===== src/include/clk_ratio_pkg.sv =====
// constants for the loop ratio and core reset release block
package clk_ratio_pkg;
	localparam logic [7:0] CTRL_ADDR = 8'h00;
	localparam logic [7:0] STAT_ADDR = 8'h04;
	localparam int MULT_W = 6;
	localparam int MULT_LSB = 0;
	localparam int DIVSEL_LSB = 6;
	localparam int HALVE_BIT = 8;
	localparam int STAT_REL_BIT = 0;
	localparam int STAT_RST_BIT = 1;
	localparam int STAT_VCO_LSB = 8;
	localparam int STAT_CDIV_LSB = 16;
	localparam logic [1:0] DIVSEL_RST = 2'h0;
	localparam logic HALVE_RST = 1'b0;
	localparam int REF_DELAY_CYCLES = 4096;
	localparam int CORE_SYNC_CYCLES = 2;
	localparam int CNT_W = 13;
	// multipliers picked by the ratio pins while in reset, and the multiplier loaded by sys_rst
	localparam logic [MULT_W-1:0] RATIO_MULT_0 = 6'h08;
	localparam logic [MULT_W-1:0] RATIO_MULT_1 = 6'h10;
	localparam logic [MULT_W-1:0] RATIO_MULT_2 = 6'h20;
	localparam logic [MULT_W-1:0] RATIO_MULT_3 = 6'h10;
	localparam logic [MULT_W-1:0] MULT_RST = 6'h08;
endpackage


===== src/clk_ratio_ctrl.sv =====
// loop ratio selection, peripheral clock enable and core reset release sequencer
// Behaviour
// the oscillator ratio reported is two times the effective multiplier over the loop input.
// the core divisor is two times the post divider, which is 1, 2, 4 or 8 from its field.
// while reset is active the post divider is forced to one.
// in reset the multiplier comes from the ratio pins, after reset from the control register.
// the input halving control makes the loop input the reference divided by two.
// the peripheral clock enable marks every second core clock, giving a two-period clock.
// with halving off software keeps reference times multiplier within half the oscillator max.
// with halving on software keeps reference times multiplier within the oscillator max.
// software reprogramming keeps the core clock period at or below 10 ns.
// core reset releases no earlier than 4096 reference cycles plus two core cycles.
// a missed setup window may add one reference cycle, never more than 4097 in total.
// later resets hold the reset pin low for at least four reference cycles.
// the ratio pins are stable 20 us before the reset pin is released.
// the reference clock is stable 10 us before the reset pin is released.
// at power-up the reset pin is held low up to 100 us while the loop locks.
// the core reset release is synchronised to the core clock after the counted delay.
`timescale 1ns/100ps
module clk_ratio_ctrl
	import clk_ratio_pkg::*;
#(
	parameter int REF_DELAY = REF_DELAY_CYCLES
)
(
	input wire logic clk,
	input wire logic sys_rst,
	input wire logic clk_en,
	input wire logic reference_clock_in,
	input wire logic ext_reset_n,
	input wire logic [1:0] ratio_cfg,
	input wire logic [7:0] reg_addr,
	input wire logic [31:0] reg_wdata,
	input wire logic reg_write,
	input wire logic reg_read,
	output logic [31:0] reg_rdata,
	output logic core_reset,
	output logic periph_clk_en,
	output logic [MULT_W-1:0] eff_multiplier,
	output logic [3:0] eff_post_divisor,
	output logic [MULT_W:0] vco_ratio,
	output logic [4:0] core_divisor,
	output logic [1:0] loop_input_divisor
);
	typedef enum logic [1:0] {HOLD, COUNT, SYNC, RUN} seq_t;

	function automatic logic [MULT_W-1:0] pin_multiplier(input logic [1:0] cfg);
		unique case (cfg)
			2'h0: pin_multiplier = RATIO_MULT_0;
			2'h1: pin_multiplier = RATIO_MULT_1;
			2'h2: pin_multiplier = RATIO_MULT_2;
			2'h3: pin_multiplier = RATIO_MULT_3;
		endcase
	endfunction

	function automatic logic [3:0] post_divisor(input logic [1:0] sel);
		post_divisor = 4'h1 << sel;
	endfunction

	// pin synchronisers: {cfg1, cfg0, reset_n, reference}
	logic [3:0] s1_q, s2_q, s3_q, pin_q;
	logic [3:0] pin_d;
	logic ref_rise;
	always_comb
	begin
		pin_d = pin_q;
		for (int i = 0; i < 4; i++)
		begin
			if (s2_q[i] == s3_q[i])
			begin
				pin_d[i] = s2_q[i];
			end
		end
		ref_rise = pin_d[0] & ~pin_q[0];
	end
	always_ff @(posedge clk)
	begin
		if (sys_rst)
		begin
			s1_q <= 4'h0;
			s2_q <= 4'h0;
			s3_q <= 4'h0;
			pin_q <= 4'h0;
		end
		else if (clk_en)
		begin
			s1_q <= {ratio_cfg, ext_reset_n, reference_clock_in};
			s2_q <= s1_q;
			s3_q <= s2_q;
			pin_q <= pin_d;
		end
	end

	// release sequencer
	seq_t state_q, state_d;
	logic [CNT_W-1:0] cnt_q, cnt_d;
	logic [1:0] sync_q, sync_d;
	always_comb
	begin
		state_d = state_q;
		cnt_d = cnt_q;
		sync_d = sync_q;
		if (!pin_q[1])
		begin
			state_d = HOLD;
			cnt_d = '0;
			sync_d = '0;
		end
		else
		begin
			unique case (state_q)
				HOLD:
				begin
					state_d = COUNT;
					cnt_d = '0;
				end
				COUNT:
				begin
					// counting on the filtered edge keeps the total within one extra cycle
					if (ref_rise)
					begin
						cnt_d = cnt_q + CNT_W'(1);
						if (cnt_q == CNT_W'(REF_DELAY - 1))
						begin
							state_d = SYNC;
							sync_d = '0;
						end
					end
				end
				SYNC:
				begin
					sync_d = sync_q + 2'h1;
					if (sync_q == 2'(CORE_SYNC_CYCLES - 1))
					begin
						state_d = RUN;
					end
				end
				RUN:
				begin
					state_d = RUN;
				end
			endcase
		end
	end

	// control register and effective ratio
	logic [MULT_W-1:0] mult_q, mult_d;
	logic [1:0] divsel_q, divsel_d;
	logic halve_q, halve_d;
	logic in_rst;
	logic [MULT_W-1:0] mult_e;
	logic [3:0] pdiv_e;
	always_comb
	begin
		in_rst = (state_q != RUN);
		mult_d = mult_q;
		divsel_d = divsel_q;
		halve_d = halve_q;
		if (reg_write && reg_addr == CTRL_ADDR)
		begin
			mult_d = reg_wdata[MULT_LSB +: MULT_W];
			divsel_d = reg_wdata[DIVSEL_LSB +: 2];
			halve_d = reg_wdata[HALVE_BIT];
		end
		// pins reload the programmed multiplier so the ratio holds across release
		if (in_rst)
		begin
			mult_d = pin_multiplier(pin_q[3:2]);
		end
		mult_e = in_rst ? pin_multiplier(pin_q[3:2]) : mult_q;
		pdiv_e = in_rst ? 4'h1 : post_divisor(divsel_q);
	end

	logic [31:0] rdata_d;
	logic pclk_d;
	always_comb
	begin
		rdata_d = 32'h0000_0000;
		if (reg_read && reg_addr == CTRL_ADDR)
		begin
			rdata_d[MULT_LSB +: MULT_W] = mult_q;
			rdata_d[DIVSEL_LSB +: 2] = divsel_q;
			rdata_d[HALVE_BIT] = halve_q;
		end
		else if (reg_read && reg_addr == STAT_ADDR)
		begin
			rdata_d[STAT_REL_BIT] = ~core_reset;
			rdata_d[STAT_RST_BIT] = in_rst;
			rdata_d[STAT_VCO_LSB +: MULT_W+1] = vco_ratio;
			rdata_d[STAT_CDIV_LSB +: 5] = core_divisor;
		end
		pclk_d = ~periph_clk_en;
	end

	always_ff @(posedge clk)
	begin
		if (sys_rst)
		begin
			state_q <= HOLD;
			cnt_q <= '0;
			sync_q <= '0;
			mult_q <= MULT_RST;
			divsel_q <= DIVSEL_RST;
			halve_q <= HALVE_RST;
			reg_rdata <= 32'h0000_0000;
			core_reset <= 1'b1;
			periph_clk_en <= 1'b0;
			eff_multiplier <= MULT_RST;
			eff_post_divisor <= 4'h1;
			vco_ratio <= {MULT_RST, 1'b0};
			core_divisor <= 5'h02;
			loop_input_divisor <= 2'h1;
		end
		else if (clk_en)
		begin
			state_q <= state_d;
			cnt_q <= cnt_d;
			sync_q <= sync_d;
			mult_q <= mult_d;
			divsel_q <= divsel_d;
			halve_q <= halve_d;
			reg_rdata <= rdata_d;
			core_reset <= in_rst;
			periph_clk_en <= pclk_d;
			eff_multiplier <= mult_e;
			eff_post_divisor <= pdiv_e;
			vco_ratio <= {mult_e, 1'b0};
			core_divisor <= {pdiv_e, 1'b0};
			loop_input_divisor <= halve_q ? 2'h2 : 2'h1;
		end
	end

	div_forced_a: assert property (@(posedge clk) disable iff (sys_rst)
		core_reset |-> eff_post_divisor == 4'h1)
		else $error("post divisor not one during reset");
	mult_pins_a: assert property (@(posedge clk) disable iff (sys_rst)
		core_reset && $past(state_q) != RUN && $past(clk_en)
		|-> eff_multiplier == pin_multiplier($past(pin_q[3:2])))
		else $error("reset multiplier not from ratio pins");
	mult_soft_a: assert property (@(posedge clk) disable iff (sys_rst)
		!core_reset && $past(clk_en) |-> eff_multiplier == $past(mult_q))
		else $error("run multiplier not from control register");
	vco_ratio_a: assert property (@(posedge clk) disable iff (sys_rst)
		$past(clk_en) |-> vco_ratio == {eff_multiplier, 1'b0})
		else $error("oscillator ratio not twice multiplier");
	core_div_a: assert property (@(posedge clk) disable iff (sys_rst)
		$past(clk_en) |-> core_divisor == {eff_post_divisor, 1'b0}
		&& (eff_post_divisor == 4'h1 || eff_post_divisor == 4'h2
		|| eff_post_divisor == 4'h4 || eff_post_divisor == 4'h8))
		else $error("core divisor wrong");
	halve_a: assert property (@(posedge clk) disable iff (sys_rst)
		clk_en |=> loop_input_divisor == ($past(halve_q) ? 2'h2 : 2'h1))
		else $error("loop input divisor wrong");
	periph_clk_a: assert property (@(posedge clk) disable iff (sys_rst)
		!$past(sys_rst) && $past(clk_en) |-> periph_clk_en != $past(periph_clk_en))
		else $error("peripheral clock enable not every second cycle");
	count_done_a: assert property (@(posedge clk) disable iff (sys_rst)
		state_q == SYNC && $past(state_q) == COUNT |-> $past(cnt_q) == CNT_W'(REF_DELAY - 1))
		else $error("release delay count wrong");
	sync_hold_a: assert property (@(posedge clk) disable iff (sys_rst)
		$fell(core_reset) |-> $past(state_q == SYNC, 2) && $past(state_q == RUN, 1))
		else $error("core reset released without two core cycles");
	// outputs lag sys_rst by one edge, so past-value checks skip that edge
	freeze_hold_a: assert property (@(posedge clk) disable iff (sys_rst)
		!$past(sys_rst) && !$past(clk_en)
		|-> $stable(periph_clk_en) && $stable(core_reset) && $stable(eff_multiplier))
		else $error("state moved while clock enable low");
	rdata_idle_a: assert property (@(posedge clk) disable iff (sys_rst)
		!$past(sys_rst) && $past(clk_en) && !$past(reg_read) |-> reg_rdata == 32'h0000_0000)
		else $error("read data present without a read");
	pin_hold_a: assert property (@(posedge clk) disable iff (sys_rst)
		clk_en && !pin_q[1] |=> state_q == HOLD && cnt_q == '0)
		else $error("sequencer not held by reset pin");
	// a late pin edge costs at most one extra reference period, never a longer count
	ref_count_a: assert property (@(posedge clk) disable iff (sys_rst)
		cnt_q <= CNT_W'(REF_DELAY))
		else $error("release count ran past its limit");
	sync_len_a: assert property (@(posedge clk) disable iff (sys_rst)
		state_q == RUN && $past(state_q) == SYNC |-> $past(sync_q) == 2'(CORE_SYNC_CYCLES - 1))
		else $error("core sync stage too short");
endmodule

===== config.mk =====
export PLATFORM = sky130hd
export DESIGN_NAME = clk_ratio_ctrl
export DESIGN_NICKNAME = d
export VERILOG_FILES = /design/src/include/clk_ratio_pkg.sv /design/src/clk_ratio_ctrl.sv
export SDC_FILE = /design/constraint.sdc
export NUM_CORES = 1
export LEC_CHECK = 0
export BUFFER_PORTS_ARGS = -buffer_cell sky130_fd_sc_hd__buf_2
export CORE_MARGIN = 2
export CORE_UTILIZATION = 40
export CTS_CLUSTER_SIZE = 24
export DETAILED_ROUTE_END_ITERATION = 10
export PLACE_DENSITY = 0.65
export SKIP_LAST_GASP = 1
export SYNTH_ARGS = -nofsm -noshare
export SYNTH_HDL_FRONTEND = slang
export SYNTH_SLANG_ARGS = --single-unit

===== constraint.sdc =====
create_clock -name clk -period 2.1 [get_ports clk]
set_input_delay 0.315 -clock clk [delete_from_list [all_inputs] [get_ports clk]]
set_output_delay 0.315 -clock clk [all_outputs]
set_load 0.01 [all_outputs]

==> results of run 1 <==
## cell usage in the layout (no fill, tap or decap), types with 8 or more instances in the layout
cell type / instances
dfxtp_1: 75
buf_2: 68
nor2_1: 38
nand2_1: 29
a21oi_1: 27
conb_1: 15
o21ai_0: 14
mux2i_1: 11
a22oi_1: 11
clkbuf_8: 9
buf_4: 9
nand3_1: 8
nor3_1: 8
## worst register-to-register path, delay by kind of cell, from the launching register on
kind	cells	cell delay, ns
compound gates	1	0.26
fa+ha+maj	1	0.23
flops	1	0.39
simple gates	3	0.82
## registers in the layout, summed over array words and instances, names as in the netlist, 4 cells and up
signal	flops
s3_q	4
s1_q	4
pin_q	4
s2_q	4
eff_multiplier	6
cnt_q	13
core_divisor	4
mult_q	6
reg_rdata	19
## power breakdown
part,internal [uW],switching (uW),total [uW]
clock network,786,534,1320
logic,58.3,108,166
registers,1440,13.7,1450
total,2280,655,2940
## area by class of cell
class | count | area share, %
inverters | 8 | 0.768
multi-input cells | 257 | 40.9
flip-flops and latches | 75 | 38.4
clock buffers | 9 | 3.17
clock inverters | 6 | 2.94
well taps | 105 | 3.36
repair buffers | 77 | 10.4
## final timing paths
path,cells after the start,slack [ns],to
setup reg to reg,5,0.30,cnt_q[12]
hold / removal,3,0.20,s1_q[3]
setup / recovery,5,0.30,cnt_q[12]
hold reg to reg,2,0.46,reg_rdata[0]
## per-layer routing
layer  share of wire, %  track usage, %
met1                 49            23.7
met2                 44            25.8
met3                5.5            5.25
met4                1.5            5.36
met5                  0               0
## cell usage after synthesis, types with 2 or more instances
master	count
and4_1	2
buf_4	26
and2_1	6
o2111ai_1	2
nor3_1	8
buf_2	7
a21o_1	2
o21ai_0	14
nor2_1	38
and3_1	3
ha_1	2
clkbuf_1	7
nand3_1	8
buf_6	2
mux2i_1	11
a22oi_1	11
a31oi_1	2
nand4b_1	4
a221oi_1	2
o211ai_1	7
a32oi_1	4
o311ai_0	3
dfxtp_1	75
buf_1	3
a211oi_1	4
nand4_1	4
nand3b_1	4
o211a_1	2
o21a_1	2
nor2b_1	2
xnor2_1	2
a22o_1	7
inv_1	7
a21boi_0	2
nor4_1	2
nand2_1	29
nand2b_1	2
a21oi_1	27
## metrics by stage
stage	cell area, sq um	setup slack [ns]	total power, uW	hold WS, ns
floorplan	3440	0.420	1610	0.432
global placement	3670	0.325	1650	0.447
detailed placement	3670	0.273	1650	0.450
CTS	3910	0.303	2960	0.194
global route	3910	0.195	3040	0.193
finish	3910	0.297	2940	0.202
## logic make-up (layout without fill, tap and decap cells)
family                   after synthesis  after routing  synth area share, %
AO/OA/AOI/OAI                        102            102                 20.9
XOR/XNOR                               2              2                0.517
flip-flops                            75             75                 44.3
buffers and inverters                 55            100                 10.0
multiplexers                          11             11                 3.25
AND/OR/NAND/NOR                      125            125                 20.2
other                                  1             15                0.111
adder cells (fa/ha/maj)                2              2                0.739
==> metrics, run 1 <==
Area Overhead vs Synth 15.4%; Least-Margin Pin Slew between 0.5 and 0.6 ns; n_diodes 0; CTS Buf Count 9; number of port buffers roughly 70; Setup CP Type reg2reg; worst clock skew approximately 0.008 ns; Rows 33; Core Area 8220 sq um; most used flip-flop cell after synthesis dfxtp_1; CTS resizes 0; WL final approximately 7700 um; Filler cells 801; CTS tree done; Post-synth EDFFs 0; critical path cell sequence ha_1 > nand4_1 > or4_4 > nor4bb_1 > a311o_1; hpwl dp around 5500 um; initial drt markers ~130; top cell family by delay on the critical path simple AND/OR/NAND/NOR gates; Buf/Inv on CP 0; starting density of the core between 40% and 50%; outcome finished, final reports clean; vias in the first global route approximately 2500; setup bufs post-CTS 0; worst path arrival time between 2 and 2.5 ns; RSZ-0062 raised after global routing false; Syn Inst Count ~370; Worst-path clk slew about 0.080 ns; post-synth top area cell dfxtp_1; largest net degree at the start of global routing 22; die span in x 96.0 um; setup tns final 0 ns; CP required 2.33 ns; initial antenna violation count 0; top cells by area, synth dfxtp_1 (44%), buf_4 (5.8%), nor2_1 (4.2%); Storage cell area 1500 sq um; Vias/cell roughly 5.3; Root Buffer clkbuf_8; Tmin final ~1.8 ns; IO Count approximately 110; Placed Cells between 500 and 600; worst setup path start cnt_q[0]; Slew Limit Fails 0; share of cells above drive strength 1 between 20% and 30%; DR pass1 iterations 4; Finished Core Util 47.6%; max_slew headroom between 60 and 70%; async set-reset flop share out of synthesis 0%; beginning of the worst hold path ratio_cfg[1]; Worst Path Max Fanout 5; Synth Warn # 0; #FFs+latches synth 75; Nets 479; maximum vdd drop approximately 0.42 mV; Syn Area/Cell a little over 9 sq um; H-tree depth 3; DRC viols 0; multi-input logic area 1600 sq um; Leak approximately 0.0016 uW; chip height about 96 um; Worst-Skew Late Latency about 0.35 ns; post-synthesis sequential area ratio 44.3%; Fin. Hold Viols 0; WL/cell between 10 and 15 um; Pwr per Cell Area ~750 nW/um^2; count of different cell masters after synthesis between 60 and 70; # hold bufs at CTS 0; max_cap viols 0; Fmax 0.555 GHz; Tot GR Track Use ~17%; period utilization a little under nine tenths; antenna viol nets, final 0; Synth top area share roughly 44%; Slowest cell on crit path or4_4; count of final setup violators 0; Finished Layout Cells ~540; clk buf depth 2; CP endpoint kind flop; vias 2840; CP Launch Type flop; Post-Synthesis Cell Area between 3000 and 4000 sq um; Max stage delay on crit path approximately 0.52 ns; worst reg2reg startpoint cnt_q[0]; first-pass GRT wire length ~12000 um; gr ovfl total 0; CTS Sinks 75; Hold WC Path Type in2reg; RePlAce Congestion approximately 0.82; DIE AREA ~9200 sq um
No activity file was read; power rests on OpenSTA's default activity.
==> run 2: changes to the inputs <==
--- a/config.mk
+++ b/config.mk
@@ -5,12 +5,13 @@
 export SDC_FILE = /design/constraint.sdc
 export NUM_CORES = 1
 export LEC_CHECK = 0
+export ABC_AREA = 1
 export BUFFER_PORTS_ARGS = -buffer_cell sky130_fd_sc_hd__buf_2
 export CORE_MARGIN = 2
 export CORE_UTILIZATION = 40
 export CTS_CLUSTER_SIZE = 24
 export DETAILED_ROUTE_END_ITERATION = 10
-export PLACE_DENSITY = 0.65
+export PLACE_DENSITY = 0.68
 export SKIP_LAST_GASP = 1
 export SYNTH_ARGS = -nofsm -noshare
 export SYNTH_HDL_FRONTEND = slang
==> constraint.sdc (replaced) <==
create_clock -name clk -period 1.55 [get_ports clk]
set_input_delay 0.2325 -clock clk [delete_from_list [all_inputs] [get_ports clk]]
set_output_delay 0.2325 -clock clk [all_outputs]
set_load 0.01 [all_outputs]
==> run 2 against run 1 <==
Against the previous run:
- core utilization grew 0.69 points
- largest power group unchanged
- combinational power increased by 66%
- non-clock buffer count increased by 4
- critical endpoint is now cnt_q[8]
- cell count rose by 20%
- routed wire length rose by 0.80%
- clock skew is 0.0053 ns higher
- worst hold slack worse by 0.11 ns
- sequential share of layout area decreased by 0.74 points
- synthesized cell count is 26% higher
- count of clock-buffer cells in the layout increased by 2
==> metrics, run 2 <==
Hold WC Path Type in2reg; switching part of the total 24.9% (+2.6 points); Post-synth EDFFs 0 (unchanged); Nets 585 (+22%); largest registers reg_rdata x19, cnt_q x13; r2r worst-path depth 9 (+4); Biggest register reg_rdata; R2R setup slack 0.13 ns (-0.17 ns); CP endpoint kind flop; CTS Buf Count 9 (unchanged); max reg flops 19 (unchanged); # hold bufs at CTS 0 (unchanged); worst path arrival time 1.66 ns (-0.37 ns); Cells on Worst Hold Path 3 (unchanged); Tot GR Track Use 17.8% (+0.55 points); setup tns final 0 ns (unchanged); vias 3146 (+11%); first-pass GRT wire length 12800 um (+3.6%); sequential share of power 52.3% (+2.9 points); CP Launch Type flop; Syn Area/Cell 7.25 sq um (-20%); top cells by area, synth dfxtp_1 (44%), nand2_1 (11%), a21oi_1 (8.1%); worst clock skew 0.0134 ns (+0.00531 ns); worst hold endpoint s1_q[0]; Synth Warn # 0 (unchanged); initial antenna violation count 0 (unchanged); Rows 33 (unchanged); Pwr Total 3810 uW (+30%); clk buf depth 2 (unchanged); count of final setup violators 0 (unchanged); H-tree depth 3 (unchanged); Leak 0.00175 uW (+8.2%); max_cap viols 0 (unchanged); initial drt markers 128 (-4.5%); n_diodes 0 (unchanged); share of cells above drive strength 1 20.8% (-3.3 points); largest net degree at the start of global routing 40 (+82%); Post-synth top cells nand2_1 (101), dfxtp_1 (75), a21oi_1 (55); Finished Core Util 48.3% (+0.69 points); CTS Sinks 75 (unchanged); count of different cell masters after synthesis 34 (-48%); DIE AREA 9280 sq um (+0.64%); Post-DP Area 3780 sq um (+2.9%); hpwl dp 5490 um (about the same); top cell family by delay on the critical path simple AND/OR/NAND/NOR gates; RePlAce Congestion 0.807 (-1.9%); Fmax 0.705 GHz (+27%); chip height 96.3 um (+0.32%); commonest non-fill, non-tap cells in the layout nand2_1 (100), dfxtp_1 (75), buf_2 (68), a21oi_1 (55), nor2_1 (47); maximum vdd drop 0.426 mV (+2.0%); Core Area 8260 sq um (+0.50%); critical path cell sequence inv_2 > nor2_4 > nand2_4 > nand2_4 > nand2_2 > nand2_4 > nor2_1 > o21ai_0 > nor2_1; post-synthesis sequential area ratio 44.0% (-0.29 points); Worst Path Max Fanout 13 (+8); CP required 1.79 ns (-0.54 ns); Area Overhead vs Synth 16.9%; fin area 3990 sq um (+2.0%); vias in the first global route 2827 (+11%); RSZ-0062 raised after global routing false; WL final 7710 um (+0.80%); commonest non-fill, non-tap cell in the layout nand2_1; worst reg2reg startpoint state_q[0]; Max stage delay on crit path 0.43 ns (-0.09 ns); most used flip-flop cell after synthesis dfxtp_1; Tmin final 1.42 ns (-0.385 ns); Psw 948 uW (+45%); Post-Synthesis Cell Area 3410 sq um (+0.66%); #FFs+latches synth 75 (unchanged); IO Count 107 (unchanged); Vias/cell 4.89 (-7.6%); Pwr per Cell Area 955 nW/um^2 (+27%); post-synth top area cell dfxtp_1; DR pass1 iterations 4 (unchanged); Slew Limit Fails 0 (unchanged); number of port buffers 68 (unchanged); Setup CP Type reg2reg; worst setup path start state_q[0]; Root Buffer clkbuf_8; Clock power frac 40.5% (-4.5 points); WL/cell 12.0 um (-16%); r2r endpoint cnt_q[8]; most common cell in the netlist nand2_1; Worst-Skew Late Latency 0.35 ns (about the same); async set-reset flop share out of synthesis 0% (unchanged); period utilization 91.5% (+5.6 points); antenna viol nets, final 0 (unchanged); combinational power share 7.3% (+1.6 points); cell mode on critical path nand2_4; DRC viols 0 (unchanged); gr ovfl total 0 (unchanged); Synth top area share 44.0% (-0.29 points); Fin. Hold Viols 0 (unchanged); Worst-path clk slew 0.08 ns (about the same); Buf/Inv on CP 1 (+1); P_int 2860 uW (+25%); CTS tree done; Syn Inst Count 470 (+26%); starting density of the core 41.3% (+0.067 points); outcome finished, final reports clean; beginning of the worst hold path reference_clock_in; die span in x 96.3 um (+0.32%); Slowest cell on crit path dfxtp_1
==> run 2: cell count changes after synthesis, sizes merged, moves of 12 or more <==
cell / previous run / this run
nand2: 29 / 108
inv: 7 / 38
nor2: 39 / 51
a21oi: 27 / 55
nand3: 8 / 42
o21ai: 15 / 32
==> run 2: worst reg2reg max path, stage by stage (launching register included) <==
cell and delay (ns):
dfxtp_1 0.43, inv_2 0.08, nor2_4 0.12, nand2_4 0.10
nand2_4 0.09, nand2_2 0.07, nand2_4 0.15, nor2_1 0.06
o21ai_0 0.15, nor2_1 0.06
==> run 2: metal layers <==
layer  track usage, %  up-vias  share of wire (%)
met3             3.52       10                5.9
met2             27.8       89                 45
met4             8.57        0                1.8
met5                0        -                  0
met1             23.5     1416                 47
li1                 -     1631                  -
==> run 2: how the worst max path moves through the flow <==
stage	to	slack, ns	cells past startpoint
final	cnt_q[8]	0.13	9
after global routing	state_q[0]	0.01	8
after CTS	state_q[0]	0.11	8
after detailed placement	state_q[0]	0.11	8
after global placement	state_q[0]	0.13	8
after floorplan	state_q[0]	0.21	8
==> run 2: cell type report <==
class / count / area, sq um
repair buffers: 81 / 450
clock inverters: 5 / 61.3
flip-flops and latches: 75 / 1500
multi-input cells: 329 / 1560
clock buffers: 11 / 141
inverters: 38 / 143
fillers: 848 / 4270
well taps: 105 / 131
==> run 2: timing repair <==
item | 4_1_cts | 5_1_grt
buffers inserted | 0 | 0
endpoints found under the setup margin | 0 | 4
resized for setup | 0 | 2
==> run 2: cell families after synthesis <==
group | Yosys count | synth area share [%]
flops | 75 | 44.0
simple gates | 214 | 27.6
fa+ha+maj | 3 | 1.03
xor+xnor | 1 | 0.257
other cells | 1 | 0.110
buf+inv | 80 | 12.0
compound gates | 96 | 15.0
==> run 2: power by group through the flow <==
stage	Sequential, uW	Clock (uW)	Combinational, uW
CTS	1990	1580	277
global route	1990	1660	316
global placement	2030	0	272
finish	1990	1540	276
floorplan	2030	0	203
detailed placement	2030	0	276
==> run 2: per-stage QoR <==
stage / cells / setup WS (ns) / hold slack (ns)
after detailed placement: 628 / 0.106 / 0.452
after global placement: 628 / 0.133 / 0.449
after global routing: 644 / 0.0137 / 0.0942
after CTS: 644 / 0.108 / 0.0833
final: 644 / 0.132 / 0.0957
after floorplan: 484 / 0.212 / 0.367
